**config.mk**
```make
export PLATFORM = sky130hd
export DESIGN_NAME = wpd_top
export DESIGN_NICKNAME = d
export VERILOG_FILES = /design/src/hw/wpd_pkg.sv /design/src/hw/wpd_top.sv
export SDC_FILE = /design/constraint.sdc
export NUM_CORES = 1
export LEC_CHECK = 0
export ABC_CLOCK_PERIOD_IN_PS = 2900
export BUFFER_PORTS_ARGS = -buffer_cell sky130_fd_sc_hd__buf_4
export CAP_MARGIN = 20
export CORE_MARGIN = 2
export CORE_UTILIZATION = 60
export CTS_CLUSTER_SIZE = 30
export DETAILED_ROUTE_END_ITERATION = 8
export HOLD_SLACK_MARGIN = 0.15
export PLACE_DENSITY = 0.93
export SETUP_SLACK_MARGIN = 0.3
export SLEW_MARGIN = 0
export SYNTH_ARGS = -nofsm -noshare
export SYNTH_HDL_FRONTEND = slang
export SYNTH_SLANG_ARGS = --single-unit
```
**constraint.sdc**
```tcl
create_clock -name CLK_I -period 2.9 [get_ports CLK_I]
set_input_delay 0.29 -clock CLK_I [delete_from_list [all_inputs] [get_ports CLK_I]]
set_output_delay 0.29 -clock CLK_I [all_outputs]
set_load 0.03 [all_outputs]
```
**src/hw/wpd_pkg.sv**
```systemverilog
/*
   Constants for the wakeup and port direction block: register offsets,
   field positions, reset values and the oscillator warm-up count.
   Assumes an 8-bit register address and 8-bit register data.
*/
`default_nettype none

package wpd_pkg;

   // register offsets on the 8-bit register port
   localparam logic [7:0] OFS_P0_DIR = 8'hB8;
   localparam logic [7:0] OFS_P1_WAKE = 8'hC0;
   localparam logic [7:0] OFS_P1_DIR = 8'hC1;
   localparam logic [7:0] OFS_P3_DIR = 8'hC3;
   localparam logic [7:0] OFS_P5_DIR = 8'hC5;
   localparam logic [7:0] OFS_CPU_CTRL = 8'h80;
   localparam logic [7:0] OFS_IRQ_STAT = 8'h81;
   localparam logic [7:0] OFS_IRQ_MASK = 8'h82;
   localparam logic [7:0] OFS_STATE = 8'h83;

   // implemented bits of each register
   localparam logic [7:0] P0_DIR_MASK = 8'h0B;
   localparam logic [7:0] P0_DIR_FIXED = 8'h04;
   localparam logic [7:0] P1_MASK = 8'h7F;
   localparam logic [7:0] P3_MASK = 8'hFF;
   localparam logic [7:0] P5_MASK = 8'h3F;
   localparam logic [7:0] P0_WAKE_MASK = 8'h0F;

   // reset values
   localparam logic [7:0] DIR_RST = 8'h00;
   localparam logic [7:0] WAKE_EN_RST = 8'h00;
   localparam logic [7:0] CTRL_RST = 8'h00;
   localparam logic [2:0] IRQ_RST = 3'h0;

   // cpu control register fields
   localparam int CTRL_MODE_LO = 0;
   localparam int CTRL_MODE_HI = 1;
   localparam int CTRL_SLOW = 2;
   localparam int CTRL_TMR_EN = 3;
   localparam int CTRL_P3_SEG = 4;

   // operating-mode field codes
   localparam logic [1:0] MODE_NORMAL = 2'h0;
   localparam logic [1:0] MODE_SLEEP = 2'h1;
   localparam logic [1:0] MODE_GREEN = 2'h2;

   // interrupt status bit positions
   localparam int IRQ_PIN_WAKE = 0;
   localparam int IRQ_TMR_WAKE = 1;
   localparam int IRQ_WARM_DONE = 2;

   // oscillator clocks counted after a power-down wake
   localparam int WAKE_OSC_CLKS = 2048;
   localparam logic [10:0] WARM_LAST = 11'(WAKE_OSC_CLKS - 1);

   typedef enum logic [1:0] {
      ST_RUN,
      ST_GREEN,
      ST_SLEEP,
      ST_WARM
   } wpd_state_t;

endpackage

`default_nettype wire

```
**src/hw/wpd_top.sv**
```systemverilog
/*
   Wakeup sequencer and port direction registers of a small 8-bit
   controller: halts the cpu in sleep and green modes, wakes on pin
   level change or timer overflow, times oscillator warm-up, holds the
   port 1 wake enables and the port 0/1/3/5 direction bits.
   Assumes pin levels and the timer overflow pulse are synchronous to
   CLK_I, and that CLK_I stands for the high-speed oscillator clock.
*/
// Implementation choice: the strobed register port.
`timescale 1ns/100ps
`default_nettype none

// Overview of operation
// - cpu halt output stays high in sleep, warm-up and green states.
// - sleep ends only on port 0 or enabled port 1 level change.
// - green returns to prior normal or slow mode on pin or timer wake.
// - timer overflow wakes green only while the timer enable bit is set.
// - oscillator stop output is high while in sleep.
// - after sleep wake, count 2048 oscillator clocks before resuming.
// - green wake resumes at once with no warm-up.
// - port 0 wake detection always on; pull-ups are software's job.
// - port 1 wake enable bits 6..0 gate each pin's wake; reset clear.
// - direction bit 0 means input, 1 means output.
// - all direction bits reset to input.
// - port 0 pin 2 input only; its direction bit reads one.
// - port 3 segment select bit chooses segment or general I/O.
// - port 3 comes up as input after reset.
// - mode field 01 is sleep, 00 normal, 11 reserved.
module wpd_top
(
   input wire logic CLK_I,
   input wire logic RST_N_I,
   input wire logic [7:0] ADDR_I,
   input wire logic [7:0] WDATA_I,
   input wire logic WR_I,
   input wire logic RD_I,
   output logic [7:0] RDATA_O,
   input wire logic [3:0] P0_PIN_I,
   input wire logic [6:0] P1_PIN_I,
   input wire logic TMR_OVF_I,
   output logic CPU_HALT_O,
   output logic HOSC_STOP_O,
   output logic SLOW_MODE_O,
   output logic [3:0] P0_DIR_O,
   output logic [6:0] P1_DIR_O,
   output logic [7:0] P3_DIR_O,
   output logic [5:0] P5_DIR_O,
   output logic P3_SEG_SEL_O,
   output logic [1:0] CPU_MODE_O,
   output logic IRQ_O
);
   import wpd_pkg::*;

   wpd_state_t state_r;
   wpd_state_t state_nxt;
   logic [7:0] p0_dir_r;
   logic [7:0] p1_wake_r;
   logic [7:0] p1_dir_r;
   logic [7:0] p3_dir_r;
   logic [7:0] p5_dir_r;
   logic [7:0] ctrl_r;
   logic [7:0] ctrl_nxt;
   logic [2:0] irq_stat_r;
   logic [2:0] irq_stat_nxt;
   logic [2:0] irq_mask_r;
   logic [3:0] snap0_r;
   logic [6:0] snap1_r;
   logic [10:0] warm_cnt_r;
   logic [10:0] warm_cnt_nxt;
   logic [7:0] rdata_nxt;

   // address decode
   wire sel_p0_dir = (ADDR_I == OFS_P0_DIR);
   wire sel_p1_wake = (ADDR_I == OFS_P1_WAKE);
   wire sel_p1_dir = (ADDR_I == OFS_P1_DIR);
   wire sel_p3_dir = (ADDR_I == OFS_P3_DIR);
   wire sel_p5_dir = (ADDR_I == OFS_P5_DIR);
   wire sel_ctrl = (ADDR_I == OFS_CPU_CTRL);
   wire sel_stat = (ADDR_I == OFS_IRQ_STAT);
   wire sel_mask = (ADDR_I == OFS_IRQ_MASK);
   wire sel_state = (ADDR_I == OFS_STATE);

   wire wr_p0_dir = WR_I & sel_p0_dir;
   wire wr_p1_wake = WR_I & sel_p1_wake;
   wire wr_p1_dir = WR_I & sel_p1_dir;
   wire wr_p3_dir = WR_I & sel_p3_dir;
   wire wr_p5_dir = WR_I & sel_p5_dir;
   wire wr_ctrl = WR_I & sel_ctrl;
   wire wr_stat = WR_I & sel_stat;
   wire wr_mask = WR_I & sel_mask;

   // mode field as written; 11 is reserved and enters no low-power state
   wire [1:0] wr_mode = WDATA_I[CTRL_MODE_HI:CTRL_MODE_LO];
   wire go_sleep = wr_ctrl & (wr_mode == MODE_SLEEP);
   wire go_green = wr_ctrl & (wr_mode == MODE_GREEN);

   // level change against the snapshot taken on entry
   wire [3:0] p0_diff = (P0_PIN_I ^ snap0_r) & P0_WAKE_MASK[3:0];
   wire [6:0] p1_diff = (P1_PIN_I ^ snap1_r) & p1_wake_r[6:0];
   wire pin_wake = (|p0_diff) | (|p1_diff);

   // timer wake is gated by the timer enable bit of the control register, not the interrupt mask
   wire tmr_wake = TMR_OVF_I & ctrl_r[CTRL_TMR_EN];

   wire in_sleep = (state_r == ST_SLEEP);
   wire in_green = (state_r == ST_GREEN);
   wire in_warm = (state_r == ST_WARM);
   wire warm_done = in_warm & (warm_cnt_r == WARM_LAST);

   // wake events for the status register
   wire ev_pin = (in_sleep | in_green) & pin_wake;
   wire ev_tmr = in_green & tmr_wake & ~pin_wake;
   wire [2:0] ev_vec = {warm_done, ev_tmr, ev_pin};

   // state transitions of the low-power sequencer
   always_comb
   begin
      state_nxt = state_r;
      unique case (state_r)
         ST_RUN:
         begin
            if (go_sleep)
               state_nxt = ST_SLEEP;
            else if (go_green)
               state_nxt = ST_GREEN;
         end
         ST_SLEEP:
         begin
            // only a pin can end sleep, timer is inactive here
            if (pin_wake)
               state_nxt = ST_WARM;
         end
         ST_WARM:
         begin
            if (warm_done)
               state_nxt = ST_RUN;
         end
         ST_GREEN:
         begin
            // clocks still run, so no warm-up is needed
            if (pin_wake | tmr_wake)
               state_nxt = ST_RUN;
         end
      endcase
   end

   // warm-up counter runs only in the warm-up state
   assign warm_cnt_nxt = in_warm ? warm_cnt_r + 11'h001 : 11'h000;

   // control register; the mode field clears itself on wake
   always_comb
   begin
      ctrl_nxt = ctrl_r;
      if (wr_ctrl && state_r == ST_RUN)
         ctrl_nxt = WDATA_I & 8'h1F;
      if (state_nxt == ST_RUN && state_r != ST_RUN)
      begin
         ctrl_nxt[CTRL_MODE_HI] = 1'b0;
         ctrl_nxt[CTRL_MODE_LO] = 1'b0;
      end
      // sleep always comes back in normal mode
      if (state_nxt == ST_WARM && in_sleep)
         ctrl_nxt[CTRL_SLOW] = 1'b0;
   end

   // sticky status: a new event wins over a write-one clear
   assign irq_stat_nxt = (irq_stat_r & ~(wr_stat ? WDATA_I[2:0] : 3'h0))
                         | ev_vec;

   // read multiplexer; write-only wake register reads as zero
   always_comb
   begin
      rdata_nxt = 8'h00;
      if (RD_I)
      begin
         if (sel_p0_dir)
            rdata_nxt = (p0_dir_r & P0_DIR_MASK) | P0_DIR_FIXED;
         else if (sel_p1_dir)
            rdata_nxt = p1_dir_r;
         else if (sel_p3_dir)
            rdata_nxt = p3_dir_r;
         else if (sel_p5_dir)
            rdata_nxt = p5_dir_r;
         else if (sel_ctrl)
            rdata_nxt = ctrl_r;
         else if (sel_stat)
            rdata_nxt = {5'h00, irq_stat_r};
         else if (sel_mask)
            rdata_nxt = {5'h00, irq_mask_r};
         else if (sel_state)
            rdata_nxt = {6'h00, state_r};
      end
   end

   // sequencer state, counter and entry snapshot
   always_ff @(posedge CLK_I)
   begin
      if (!RST_N_I)
      begin
         state_r <= ST_RUN;
         warm_cnt_r <= 11'h000;
         snap0_r <= 4'h0;
         snap1_r <= 7'h00;
      end
      else
      begin
         state_r <= state_nxt;
         warm_cnt_r <= warm_cnt_nxt;
         if (state_r == ST_RUN)
         begin
            snap0_r <= P0_PIN_I;
            snap1_r <= P1_PIN_I;
         end
      end
   end

   // direction registers cleared to input, wake enable register cleared to zero
   always_ff @(posedge CLK_I)
   begin
      if (!RST_N_I)
      begin
         p0_dir_r <= DIR_RST;
         p1_dir_r <= DIR_RST;
         p3_dir_r <= DIR_RST;
         p5_dir_r <= DIR_RST;
         p1_wake_r <= WAKE_EN_RST;
      end
      else
      begin
         if (wr_p0_dir)
            p0_dir_r <= WDATA_I & P0_DIR_MASK;
         if (wr_p1_dir)
            p1_dir_r <= WDATA_I & P1_MASK;
         if (wr_p3_dir)
            p3_dir_r <= WDATA_I & P3_MASK;
         if (wr_p5_dir)
            p5_dir_r <= WDATA_I & P5_MASK;
         if (wr_p1_wake)
            p1_wake_r <= WDATA_I & P1_MASK;
      end
   end

   // control, interrupt and read data registers
   always_ff @(posedge CLK_I)
   begin
      if (!RST_N_I)
      begin
         ctrl_r <= CTRL_RST;
         irq_stat_r <= IRQ_RST;
         irq_mask_r <= IRQ_RST;
         RDATA_O <= 8'h00;
      end
      else
      begin
         ctrl_r <= ctrl_nxt;
         irq_stat_r <= irq_stat_nxt;
         if (wr_mask)
            irq_mask_r <= WDATA_I[2:0];
         RDATA_O <= rdata_nxt;
      end
   end

   // outputs, all registered; halt, stop, slow, mode and irq from next-state values
   always_ff @(posedge CLK_I)
   begin
      if (!RST_N_I)
      begin
         CPU_HALT_O <= 1'b0;
         HOSC_STOP_O <= 1'b0;
         SLOW_MODE_O <= 1'b0;
         P0_DIR_O <= 4'h0;
         P1_DIR_O <= 7'h00;
         P3_DIR_O <= 8'h00;
         P5_DIR_O <= 6'h00;
         P3_SEG_SEL_O <= 1'b0;
         CPU_MODE_O <= MODE_NORMAL;
         IRQ_O <= 1'b0;
      end
      else
      begin
         CPU_HALT_O <= (state_nxt != ST_RUN);
         HOSC_STOP_O <= (state_nxt == ST_SLEEP);
         SLOW_MODE_O <= ctrl_nxt[CTRL_SLOW];
         // pin 2 is never driven whatever the stored bit says
         P0_DIR_O <= p0_dir_r[3:0] & 4'hB;
         P1_DIR_O <= p1_dir_r[6:0];
         P3_DIR_O <= p3_dir_r;
         P5_DIR_O <= p5_dir_r[5:0];
         P3_SEG_SEL_O <= ctrl_r[CTRL_P3_SEG];
         CPU_MODE_O <= ctrl_nxt[CTRL_MODE_HI:CTRL_MODE_LO];
         IRQ_O <= |(irq_stat_nxt & irq_mask_r);
      end
   end

endmodule

`default_nettype wire

```
# Yosys cells after proc, flatten, opt, wreduce, memory -nomap -nowiden
# Index checks and enable logic that the tools add are counted.
# Widths: inputs -> output; s select.
word_totals:
  regBits: 106
classes:
  addsub: 1
  n_eq_ne: 17
  mux: 18
  n_bitwise: 28
  n_reduce_logical: 13
ops:
  columns: ["cell", "n"]
  rows:
  - ["$eq 8x8->1 const B", 9]
  - ["$mux 8", 2]
  - ["$and 1x1->1", 15]
  - ["$mux 2", 7]
  - ["$mux 3", 4]
  - ["$add 11x1->11 const B", 1]
  - ["$eq 11x11->1 const B", 1]
  - ["$eq 2x2->1 const B", 5]
  - ["$pmux 2 s4", 1]
  - ["$and 7x7->7", 1]
  - ["$reduce_or 7->1", 1]
  - ["$xor 7x7->7", 1]
  - ["$and 3x3->3", 2]
  - ["$mux 6", 1]
  - ["$reduce_or 3->1", 2]
  - ["$mux 5", 1]
  - ["$eq 2x1->1 const B", 2]
  - ["$logic_not 2->1", 2]
  - ["$mux 4", 1]
  - ["$reduce_and 2->1", 2]
  - ["$reduce_bool 2->1", 2]
  - ["$reduce_or 4->1", 1]
  - ["$xor 4x4->4", 1]
  - ["$logic_and 1x1->1", 3]
  - ["other kinds (5)", 9]

# Depth between registers and ports, before layout
# Gate-level depths: netlist of run 1.
logic_depth:
  depth_word: 10
  ltp_mapped: 8

# Worst setup path after synthesis of run 1
# OpenSTA, ideal clock, no wires.
synth_timing:
  path_type: "register to register"
  startpoint: "register state_r[0]"
  endpoint: "register ctrl_r[1]"
  setup_ps: 70
  arrival_ps: 1668
  setup_slack_ps: 1162
  stages_incl_launch_ff: 9
  path_buffers: 1
  path_cell_list: "dfxtp_1 -> inv_1 -> ha_1 -> clkbuf_1 -> and2_1 -> and4b_1 -> o31ai_1 -> o211ai_1 -> a21oi_1"
synth_via:
  elab_chain_cells: 7
  word_cells_on_any_way: 17
synth_lines:
  columns: ["item", "line", "text"]
  rows:
  - ["from (decl)", "wpd_top.sv:54", "wpd_state_t state_r;"]
  - ["from (signal assigned)", "wpd_top.sv:207", "state_r <= state_nxt;"]
  - ["$eq 2x2->1", "wpd_top.sv:107, wpd_top.sv:119", null]
  - ["$and 1x1->1", "wpd_top.sv:108", "wire warm_done = in_warm & (warm_cnt_r == WARM_LAST);"]
  - ["$mux 2", "wpd_top.sv:135", "if (warm_done)"]
  - ["$pmux 2 s4", "wpd_top.sv:119", "unique case (state_r)"]
  - ["$logic_not 2->1", "wpd_top.sv:156", "if (state_nxt == ST_RUN && state_r != ST_RUN)"]
  - ["$logic_and 1x1->1", "wpd_top.sv:156", null]
  - ["$mux 2 (*)", "wpd_top.sv:156", null]
  - ["to (signal assigned)", "wpd_top.sv:255", "ctrl_r <= ctrl_nxt;"]
  - ["to (decl)", "wpd_top.sv:61", "logic [7:0] ctrl_r;"]
# Every way passes the cells marked *; elsewhere a longest branch is shown, timed or not.
# A chain may end at the register's enable or synchronous reset.

# Final worst setup path of run 1
layout_timing:
  startpoint: "register snap1_r[3]"
  endpoint: "register ctrl_r[2]"
layout_via:
  elab_chain_cells: 10
  word_cells_on_any_way: 11
layout_lines:
  columns: ["item", "line", "text"]
  rows:
  - ["from (decl)", "wpd_top.sv:67", "logic [6:0] snap1_r;"]
  - ["from (signal assigned)", "wpd_top.sv:203", "snap1_r <= 7'h00;"]
  - ["from (signal assigned)", "wpd_top.sv:212", "snap1_r <= P1_PIN_I;"]
  - ["$xor 7x7->7 (*)", "wpd_top.sv:99", "wire [6:0] p1_diff = (P1_PIN_I ^ snap1_r) & p1_wake_r[6:0];"]
  - ["$and 7x7->7 (*)", "wpd_top.sv:99", null]
  - ["$reduce_or 7->1 (*)", "wpd_top.sv:100", "wire pin_wake = (|p0_diff) | (|p1_diff);"]
  - ["$or 1x1->1 (*)", "wpd_top.sv:100", null]
  - ["$or 1x1->1", "wpd_top.sv:141", "if (pin_wake | tmr_wake)"]
  - ["$mux 2", "wpd_top.sv:141", null]
  - ["$pmux 2 s4 (*)", "wpd_top.sv:119", null]
  - ["$eq 2x2->1 (*)", "wpd_top.sv:162", "if (state_nxt == ST_WARM && in_sleep)"]
  - ["$logic_and 1x1->1 (*)", "wpd_top.sv:162", null]
  - ["$mux 1 (*)", "wpd_top.sv:162", null]
# Marks and branches as above.

==> impl_summary.txt, run 1 <==
----------------------------------------------------
[STA]
  Final min period ... 2090 ps
  Summed negative setup slack over all endpoints ... 0 ps
  Actual slew at the worst max-slew pin ... 657 ps
  Largest clock skew in the final design ... 7.65 ps
  Unrepaired setup endpoints after global routing ... false
  Final-report hold violation count ... 0
  Worst hold slack after final layout ... 165 ps
  Ratio of final minimum period to clock period ... 71.9%
  Final count of negative-setup-slack endpoints ... 0
  Final Max Slew Viols ... 0
  Worst slew slack as a fraction of its limit ... 56.2%
  Maximum frequency from static timing analysis ... 479 MHz

[Finish]
  Share of layout cells above drive strength 1 ... approximately a fifth
  Count of nets after finishing ... between 500 and 600
  Final non-filler cell area ... 4960 um^2
  Number of antenna repair diodes ... 0
  Area growth from synthesis to layout ... 18.6%

[Clock tree]
  Setup bufs post-CTS ... 0
  Clock buffers created by TritonCTS ... 9
  Clock transition at path regs ... around 100 ps
  CTS sink count ... 102
  Source-to-sink clock delay at the later pin of the worst-skew pair ... 380 ps
  CTS root buf ... sky130_fd_sc_hd__clkbuf_8
  Deepest level of the CTS H-tree ... 3
  CTS tree ... yes
  Post-CTS resize count ... 0
  Count of hold-fix buffers inserted at cts ... 1
  Buffer levels on the longest clock path ... 2

[Synth]
  Area share of the leading cell type in the synthesized netlist ... 48.8%
  Count of warnings emitted by yosys ... 0
  Post-synthesis instance area ... 4180 um^2
  Proportion of synthesized flip-flops having asynchronous set or reset ... 0%
  Mean cell area of the mapped netlist ... between 9 and 10 um^2
  Library cells used by synthesis ... 54
  Synth area leader ... sky130_fd_sc_hd__dfxtp_1
  Sequential area share after synthesis ... between 40% and 50%
  Number of synthesized flops with an enable pin ... 0
  Top cell types by occurrence after synthesis ... sky130_fd_sc_hd__dfxtp_1, sky130_fd_sc_hd__nor2_1, sky130_fd_sc_hd__nand2_1
  Synthesized netlist cell count ... 448
  Largest cells by area after synthesis ... sky130_fd_sc_hd__dfxtp_1, sky130_fd_sc_hd__mux2i_1, sky130_fd_sc_hd__nor2_1
  Dominant register cell in the synthesized netlist ... sky130_fd_sc_hd__dfxtp_1
  Yosys reg bits ... slightly above 100
  Most frequent cell after synthesis ... sky130_fd_sc_hd__dfxtp_1
  Net Count, Synth ... 486

[Route]
  Iter 0 DRT Violations ... 260
  DRC violation count after routing ... 0
  Average wire per standard cell ... 16.4 um
  Final Routed Wirelength ... around 9.8 mm
  Number of iterations in the first detailed-routing pass ... 5
  Via count of the routed design ... 3,565
  Number of vias per cell ... 5.98
  Post-detailed-route count of antenna-violating nets ... 0

[Floorplan]
  Number of placed I/O pins ... 72
  Die extent in y ... 87.5 um
  Row count ... 30
  Chip width ... 87.5 um
  Effective utilization at floorplan ... 61.9%
  Area enclosed by the die boundary ... between 7000 and 8000 um^2
  Placeable Area ... a little under 7000 um^2

[Placed design]
  Placer's final routability congestion estimate ... 0.920
  HPWL Detailed ... 7.08 mm
  Total of buffers placed on input and output ports ... 70
  Cell area reported after detailed placement ... 4740 um^2

[GRT]
  Met1 track demand over resource in global routing ... 33.7%
  Maximum number of pins on one net before global-route repair ... 36
  GRT Total Usage ... 26.6%
  Via count of the first global-routing pass ... 3,351
  First-pass GRT wire length ... approximately 16 mm
  Initial antenna violation count ... 0
  Peak-usage layer in the global routing report ... met2
  Gr ovfl total ... 0
  Met3 global-route usage ... around 7%
  Met2 global-route usage ... 42.1%

[Power and ir drop]
  Static Leakage ... ~2.1 nW
  Max rail drop VDD ... 551 uV
  Power density normalized to cell area ... 624 nW/um^2

[Setup path]
  CP startpoint kind ... flop
  CP Data Required Time ... between 3000 and 4000 ps
  Type of destination of the critical path ... flop
  Category of the most critical setup path ... flop to flop
  Worst EP arrival ... 2370 ps
  Crit path max fanout ... 3

[Hold path]
  Classification of the worst-slack hold path ... input port to flop

[Job]
  Number of max-cap violations ... 0

[Outcome]
  Result of the run ... finished, final reports clean

----------------------------------------------------
## state kept, by name, indices dropped and copies added (netlist names)
signal,cells
P3_SEG_SEL_O,1
P3_DIR_O,8
p5_dir_r,6
snap1_r,7
p1_wake_r,7
irq_stat_r,3
P5_DIR_O,6
warm_cnt_r,11
RDATA_O,8
P1_DIR_O,7
p3_dir_r,8
irq_mask_r,3
P0_DIR_O,3
state_r,2
p1_dir_r,7
IRQ_O,1
HOSC_STOP_O,1
CPU_HALT_O,1
p0_dir_r,3
ctrl_r,5
snap0_r,4
## cell families (layout without fill, tap and decap cells)
kind of cell / after synthesis / after routing / share of synthesized area [%]
buffers and inverters: 33 / 101 / 3.50
adder cells (fa/ha/maj): 6 / 6 / 1.79
AND/OR/NAND/NOR: 188 / 188 / 23.5
other: 1 / 1 / 0.0897
flip-flops: 102 / 102 / 48.8
multiplexers: 27 / 27 / 6.46
XOR/XNOR: 20 / 20 / 4.19
AO/OA/AOI/OAI: 71 / 71 / 11.6
## per-stage QoR
| stage | std cells | power, mW | setup WS, ps | utilization [%] |
|---|---|---|---|---|
| floorplan | 448 | 2.01 | 1160 | - |
| global placement | 579 | 2.16 | 850 | 70.1 |
| detailed placement | 579 | 2.18 | 767 | 70.1 |
| CTS | 596 | 3.10 | 817 | 73.4 |
| global route | 596 | 3.22 | 613 | 73.4 |
| finish | 596 | 3.09 | 814 | 73.4 |
## routing by layer
layer,up-vias,wire length [um]
li1,1680,-
met1,1640,4080
met2,216,4590
met3,29,856
met4,0,263
met5,-,0
## worst max-delay path, cell delays in order (launching register included)
cell and delay, ps:
sky130_fd_sc_hd__dfxtp_1 330, sky130_fd_sc_hd__xor2_1 160, sky130_fd_sc_hd__a222oi_1 630, sky130_fd_sc_hd__nor4b_1 420
sky130_fd_sc_hd__o22ai_1 180, sky130_fd_sc_hd__a311oi_1 270
## area by class of cell
class	instances	area, um^2
Clock inverter	7	88.8
Inverter	8	30.0
Tap cell	80	100
Clock buffer	9	124
Multi-Input combinational cell	313	1990
Fill cell	475	1800
Timing Repair Buffer	77	581
Sequential cell	102	2040
## path summary, 6_finish.rpt
path          startpoint         end  slack, ps  depth (start not counted)
max           snap1_r[3]   ctrl_r[2]        810                          5
min          P1_PIN_I[2]  snap1_r[2]        160                          3
max reg2reg   snap1_r[3]   ctrl_r[2]        810                          5
min reg2reg  p3_dir_r[7]  RDATA_O[7]        460                          2
## where the power goes
group          switching [mW]  internal [mW]  leakage, nW  total, mW
Clock                   0.517          0.415        0.103      0.932
Combinational           0.360          0.271         1.21      0.631
Sequential             0.0586           1.47        0.825       1.53
## layout by cell type, fill, tap and decap left out, types with 4 or more instances in the layout
cell	Yosys	final
sky130_fd_sc_hd__clkbuf_8	0	9
sky130_fd_sc_hd__nor3_1	5	5
sky130_fd_sc_hd__xnor2_1	5	5
sky130_fd_sc_hd__ha_1	6	6
sky130_fd_sc_hd__buf_4	5	76
sky130_fd_sc_hd__a21oi_1	28	28
sky130_fd_sc_hd__and3_1	5	5
sky130_fd_sc_hd__xor2_1	15	15
sky130_fd_sc_hd__dfxtp_1	102	102
sky130_fd_sc_hd__nand3_1	35	35
sky130_fd_sc_hd__a22oi_1	7	7
sky130_fd_sc_hd__a221oi_1	4	4
sky130_fd_sc_hd__nand2_1	36	36
sky130_fd_sc_hd__mux2i_1	27	27
sky130_fd_sc_hd__nor2_1	55	55
sky130_fd_sc_hd__inv_1	7	7
sky130_fd_sc_hd__and2_1	29	29
sky130_fd_sc_hd__o21ai_0	4	4
Note: power is estimated with default switching activity, not from simulation.
==> run 2: changes to the inputs <==
--- a/config.mk
+++ b/config.mk
@@ -5,15 +5,15 @@
 export SDC_FILE = /design/constraint.sdc
 export NUM_CORES = 1
 export LEC_CHECK = 0
-export ABC_CLOCK_PERIOD_IN_PS = 2900
+export ABC_CLOCK_PERIOD_IN_PS = 1710
 export BUFFER_PORTS_ARGS = -buffer_cell sky130_fd_sc_hd__buf_4
 export CAP_MARGIN = 20
 export CORE_MARGIN = 2
-export CORE_UTILIZATION = 60
+export CORE_UTILIZATION = 50
 export CTS_CLUSTER_SIZE = 30
 export DETAILED_ROUTE_END_ITERATION = 8
 export HOLD_SLACK_MARGIN = 0.15
-export PLACE_DENSITY = 0.93
+export PLACE_DENSITY = 0.83
 export SETUP_SLACK_MARGIN = 0.3
 export SLEW_MARGIN = 0
 export SYNTH_ARGS = -nofsm -noshare
==> constraint.sdc (replaced) <==
create_clock -name CLK_I -period 1.71 [get_ports CLK_I]
set_input_delay 0.171 -clock CLK_I [delete_from_list [all_inputs] [get_ports CLK_I]]
set_output_delay 0.171 -clock CLK_I [all_outputs]
set_load 0.03 [all_outputs]
==> impl_summary.txt, run 2 (synthesized netlist as in run 1, its figures left out) <==
----------------------------------------------------
[Outcome]
  Result of the run ... finished with violations
  Violated checks ... setup timing

[Finish]
  Combined flip-flop and latch cell area ... 2050 um^2
  Register bank with the most flops ... warm_cnt_r
  Filler Cell Count ... 630
  Area of the multi-input gates ... 2160 um^2
  Largest register FFs ... 11
  Commonest non-fill, non-tap cell in the layout ... sky130_fd_sc_hd__buf_4
  Number of antenna repair diodes ... 0
  Commonest non-fill, non-tap cells in the layout ... sky130_fd_sc_hd__buf_4, sky130_fd_sc_hd__dfxtp_1, sky130_fd_sc_hd__nor2_1
  Count of nets after finishing ... between 600 and 700
  Area growth from synthesis to layout ... 35.3%
  Share of layout cells above drive strength 1 ... around 29%

[Setup path]
  Reg2reg end ... ctrl_r[1]
  Type of destination of the critical path ... flop
  Worst EP arrival ... 2120 ps
  CP startpoint kind ... flop
  FF-to-FF setup slack ... -110 ps
  CP Data Required Time ... 2010 ps
  Length in cells of the worst reg-to-reg path ... 7
  Crit path max fanout ... 4
  Origin of the critical flop-to-flop path ... snap0_r[3]
  Category of the most critical setup path ... flop to flop

[STA]
  PnR worst setup slack ... -108 ps
  Ratio of final minimum period to clock period ... 106%
  Final min period ... 1820 ps
  Final count of negative-setup-slack endpoints ... 7
  Largest clock skew in the final design ... 9.83 ps
  Maximum frequency from static timing analysis ... 550 MHz
  Final-report hold violation count ... 0
  Unrepaired setup endpoints after global routing ... true
  Final Max Slew Viols ... 0
  Worst hold slack after final layout ... between 150 and 200 ps

[Clock tree]
  Deepest level of the CTS H-tree ... 3
  Buffer levels on the longest clock path ... 2
  CTS tree ... yes
  Clock transition at path regs ... about 90 ps
  CTS sink count ... 102
  Clock buffers created by TritonCTS ... 9
  CTS root buf ... sky130_fd_sc_hd__clkbuf_8
  Source-to-sink clock delay at the later pin of the worst-skew pair ... ~370 ps

[GRT]
  Via count of the first global-routing pass ... between 3,000 and 4,000
  First-pass GRT wire length ... 17.4 mm
  Maximum number of pins on one net before global-route repair ... 46
  GRT Total Usage ... 25.0%
  Initial antenna violation count ... 0
  Gr ovfl total ... 0

[Placed design]
  Placer's final routability congestion estimate ... 0.942
  HPWL Detailed ... 7.34 mm
  Total of buffers placed on input and output ports ... 70
  Setup slack after placement ... -133 ps

[Power and ir drop]
  Static Leakage ... about 2.5 nW
  Power density normalized to cell area ... 975 nW/um^2
  Max rail drop VDD ... 979 uV

[Route]
  Number of iterations in the first detailed-routing pass ... 6
  Via count of the routed design ... about 3,800
  Number of vias per cell ... 5.58
  Average wire per standard cell ... 16.7 um
  Iter 0 DRT Violations ... 240
  DRC violation count after routing ... 0
  Final Routed Wirelength ... approximately 11 mm
  Post-detailed-route count of antenna-violating nets ... 0

[Hold path]
  Worst Hold Depth ... 3
  Beginning of the worst hold path ... WDATA_I[1]
  Classification of the worst-slack hold path ... input port to flop
  End point of the most critical hold path ... p1_wake_r[1]

[Floorplan]
  Chip width ... 95.5 um
  Area enclosed by the die boundary ... 9110 um^2
  Placeable Area ... a little over 8000 um^2
  Row count ... 33
  Effective utilization at floorplan ... 51.2%
  Number of placed I/O pins ... 72
  Die extent in y ... 95.5 um

[Job]
  Number of max-cap violations ... 0

----------------------------------------------------
[run 2: cell count changes in the layout (fill, tap and decap cells not counted), sizes merged]
cell | previous run | this run
dlygate4sd3 | 1 | 23
clkinv | 4 | 1
inv | 9 | 8
clkbuf | 9 | 12
and2 | 29 | 30
buf | 76 | 113
clkinvlp | 1 | 2
[run 2: how the worst max path moves through the flow]
| stage | start | end | slack, ps | cells after the start |
|---|---|---|---|---|
| 6_report | snap0_r[3] | ctrl_r[1] | -110 | 7 |
| 5_1_grt | snap0_r[3] | ctrl_r[1] | -240 | 6 |
| 4_1_cts | snap1_r[3] | ctrl_r[1] | -50 | 6 |
| 3_5_place_dp | ADDR_I[6] | IRQ_O | -130 | 7 |
| 3_3_place_gp | ADDR_I[6] | IRQ_O | -80 | 7 |
| 2_1_floorplan | snap1_r[3] | ctrl_r[2] | 60 | 5 |
[run 2: area by class of cell]
type	count	area share (%)
Inverter	8	0.531
Sequential cell	102	36.3
Timing Repair Buffer	136	19.3
Tap cell	105	2.32
Clock buffer	12	2.57
Clock inverter	4	0.951
Multi-Input combinational cell	314	38.1
[run 2: critical path, stage by stage (launching register included)]
cell,delay (ps)
sky130_fd_sc_hd__dfxtp_2,330
sky130_fd_sc_hd__xor2_1,150
sky130_fd_sc_hd__nor4_1,260
sky130_fd_sc_hd__nand3_1,240
sky130_fd_sc_hd__buf_4,210
sky130_fd_sc_hd__o21a_1,200
sky130_fd_sc_hd__o32a_1,220
sky130_fd_sc_hd__a21oi_1,140
[run 2: per-stage QoR]
stage               std cells  total power [mW]  area, um^2  TNS, ps  utilization [%]
CTS                       677              5.41        5580     -214             68.2
detailed placement        636              3.84        5080     -894             62.2
floorplan                 448              3.47        4280        0                -
global placement          636              3.82        5080     -606             62.2
finish                    681              5.52        5660     -546             69.2
global route              681              5.73        5660    -1520             69.2
[run 2: per-layer routing]
metal	vias up	wire length, um	GRT usage [%]
li1	1806	-	-
met1	1775	4580	30.9
met2	178	5490	40.9
met3	41	859	5.53
met4	0	435	13.1
met5	-	0	0
[run 2: power breakdown]
group / total [mW] / switching, mW / internal, mW
clock network: 1.53 / 0.810 / 0.723
registers: 2.60 / 0.0927 / 2.51
logic: 1.38 / 0.727 / 0.657
[run 2: repair_timing]
| action | 4_1_cts | 5_1_grt |
|---|---|---|
| gates resized for setup | 11 | 16 |
| setup endpoints to repair | 12 | 29 |
| buffers inserted | 2 | 3 |
| endpoints found under the hold margin | 43 | 0 |
| cloned | 0 | 1 |
| pin swaps | 6 | 10 |
| hold buffers | 23 | 0 |
==> run 3: changes to the inputs <==
--- a/config.mk
+++ b/config.mk
@@ -5,15 +5,15 @@
 export SDC_FILE = /design/constraint.sdc
 export NUM_CORES = 1
 export LEC_CHECK = 0
-export ABC_CLOCK_PERIOD_IN_PS = 1710
+export ABC_CLOCK_PERIOD_IN_PS = 2300
 export BUFFER_PORTS_ARGS = -buffer_cell sky130_fd_sc_hd__buf_4
 export CAP_MARGIN = 20
 export CORE_MARGIN = 2
-export CORE_UTILIZATION = 50
+export CORE_UTILIZATION = 60
 export CTS_CLUSTER_SIZE = 30
 export DETAILED_ROUTE_END_ITERATION = 8
 export HOLD_SLACK_MARGIN = 0.15
-export PLACE_DENSITY = 0.83
+export PLACE_DENSITY = 0.93
 export SETUP_SLACK_MARGIN = 0.3
 export SLEW_MARGIN = 0
 export SYNTH_ARGS = -nofsm -noshare
==> constraint.sdc (replaced) <==
create_clock -name CLK_I -period 2.3 [get_ports CLK_I]
set_input_delay 0.23 -clock CLK_I [delete_from_list [all_inputs] [get_ports CLK_I]]
set_output_delay 0.23 -clock CLK_I [all_outputs]
set_load 0.03 [all_outputs]
==> impl_summary.txt, run 3 (synthesized netlist as in run 1, its figures left out) <==
----------------------------------------------------
[Outcome]
  Result of the run ... finished, final reports clean

[Power and ir drop]
  Static Leakage ... about 2.2 nW
  Final Total Pwr ... 3.87 mW
  Max rail drop VDD ... 516 uV
  Power density normalized to cell area ... 754 nW/um^2

[Clock tree]
  Deepest level of the CTS H-tree ... 3
  CTS tree ... yes
  Clock transition at path regs ... 110 ps
  Buffer levels on the longest clock path ... 2
  CTS root buf ... sky130_fd_sc_hd__clkbuf_8
  Source-to-sink clock delay at the later pin of the worst-skew pair ... between 300 and 400 ps
  Setup bufs post-CTS ... 0
  Clock buffers created by TritonCTS ... 9
  CTS sink count ... 102

[GRT]
  Gr ovfl total ... 0
  Maximum number of pins on one net before global-route repair ... 36
  Initial antenna violation count ... 0
  Via count of the first global-routing pass ... 3,433
  Met1 track demand over resource in global routing ... a little over a third
  Met2 global-route usage ... a little under half
  First-pass GRT wire length ... roughly 17 mm
  Met3 global-route usage ... 5.69%
  GRT Total Usage ... 27.8%
  Peak-usage layer in the global routing report ... met2

[Floorplan]
  Chip width ... 87.5 um
  Effective utilization at floorplan ... just over 60%
  Placeable Area ... 6760 um^2
  Row count ... 30
  Die extent in y ... 87.5 um
  Area enclosed by the die boundary ... between 7000 and 8000 um^2
  Number of placed I/O pins ... 72

[Finish]
  Area growth from synthesis to layout ... 22.7%
  Count of nets after finishing ... 565
  Commonest non-fill, non-tap cells in the layout ... sky130_fd_sc_hd__dfxtp_1, sky130_fd_sc_hd__buf_4, sky130_fd_sc_hd__nor2_1
  Register bank with the most flops ... warm_cnt_r
  Largest register FFs ... 11
  Number of antenna repair diodes ... 0
  Commonest non-fill, non-tap cell in the layout ... sky130_fd_sc_hd__dfxtp_1
  Filler Cell Count ... 473
  Share of layout cells above drive strength 1 ... 19.9%

[STA]
  Ratio of final minimum period to clock period ... 84.7%
  Largest clock skew in the final design ... 8.78 ps
  PnR worst setup slack ... 352 ps
  Summed negative setup slack over all endpoints ... 0 ps
  Unrepaired setup endpoints after global routing ... false
  Final Max Slew Viols ... 0
  Final min period ... 1950 ps
  Worst slew slack as a fraction of its limit ... 66.6%
  Final-report hold violation count ... 0
  Worst hold slack after final layout ... about 160 ps
  Maximum frequency from static timing analysis ... 513 MHz
  Actual slew at the worst max-slew pin ... around 500 ps
  Final count of negative-setup-slack endpoints ... 0

[Setup path]
  Type of destination of the critical path ... flop
  CP Data Required Time ... 2560 ps
  Category of the most critical setup path ... input port to flop
  Crit path max fanout ... 4
  CP startpoint kind ... input port
  Worst EP arrival ... 2210 ps

[Placed design]
  HPWL Detailed ... a little over 7 mm
  Setup slack after placement ... between 200 and 300 ps
  Placer's final routability congestion estimate ... 0.899
  Total of buffers placed on input and output ports ... 70

[Route]
  Number of vias per cell ... 5.89
  Post-detailed-route count of antenna-violating nets ... 0
  Final Routed Wirelength ... 10.3 mm
  Average wire per standard cell ... 16.8 um
  Number of iterations in the first detailed-routing pass ... 6
  DRC violation count after routing ... 0
  Via count of the routed design ... 3,607
  Iter 0 DRT Violations ... between 300 and 400

[Job]
  Number of max-cap violations ... 0

[Hold path]
  Classification of the worst-slack hold path ... input port to flop

----------------------------------------------------
-- run 3: layer usage --
metal  vias to the layer above  part of all wire, %
met5                         -                    0
met4                         0                  1.9
met3                        16                  7.8
met2                       194                   50
met1                      1683                   41
li1                       1714                    -
-- run 3: stage by stage --
step / std cells / cell area, um^2 / util [%]
after floorplan: 448 / 4180 / -
after global placement: 581 / 4750 / 70.3
after detailed placement: 581 / 4750 / 70.3
after CTS: 612 / 5100 / 75.5
after global routing: 612 / 5130 / 75.9
final: 612 / 5130 / 75.9
-- run 3: area by class of cell --
cell class	instances	area [um^2]	area share, %
Sequential cell	102	2040	39.8
Multi-Input combinational cell	313	2030	39.6
Timing Repair Buffer	93	736	14.3
Clock buffer	9	124	2.41
Tap cell	80	100	1.95
Clock inverter	7	66.3	1.29
Inverter	8	30.0	0.585
-- run 3: final timing paths --
kind                                  start           to  slack (ps)  depth (start not counted)
worst max-delay path            P1_PIN_I[5]        IRQ_O         350                          8
worst min register to register  p0_dir_r[3]  P0_DIR_O[3]         470                          2
worst max register to register   snap0_r[3]        IRQ_O         400                          6
worst min-delay path             WDATA_I[3]  p5_dir_r[3]         160                          3
-- run 3: power breakdown --
group,total [mW],internal (mW),leakage (nW),switching [mW]
combinational,0.856,0.379,1.29,0.477
sequential,1.94,1.86,0.825,0.0761
clock,1.08,0.418,0.0949,0.660
-- run 3: critical path, cell delays in order --
cell and delay (ps):
sky130_fd_sc_hd__dlygate4sd3_1 530, sky130_fd_sc_hd__buf_4 140, sky130_fd_sc_hd__xor2_1 130, sky130_fd_sc_hd__a22oi_1 210, sky130_fd_sc_hd__nand3_1 220, sky130_fd_sc_hd__nand2b_1 220
sky130_fd_sc_hd__a22o_1 240, sky130_fd_sc_hd__a221o_1 280
-- run 3: what timing repair did --
action                                  4_1_cts  5_1_grt
pin swaps                                     0        3
endpoints found under the setup margin        3        5
hold buffers                                 15        0
resized for setup                             2        7
hold endpoints to repair                     17        0
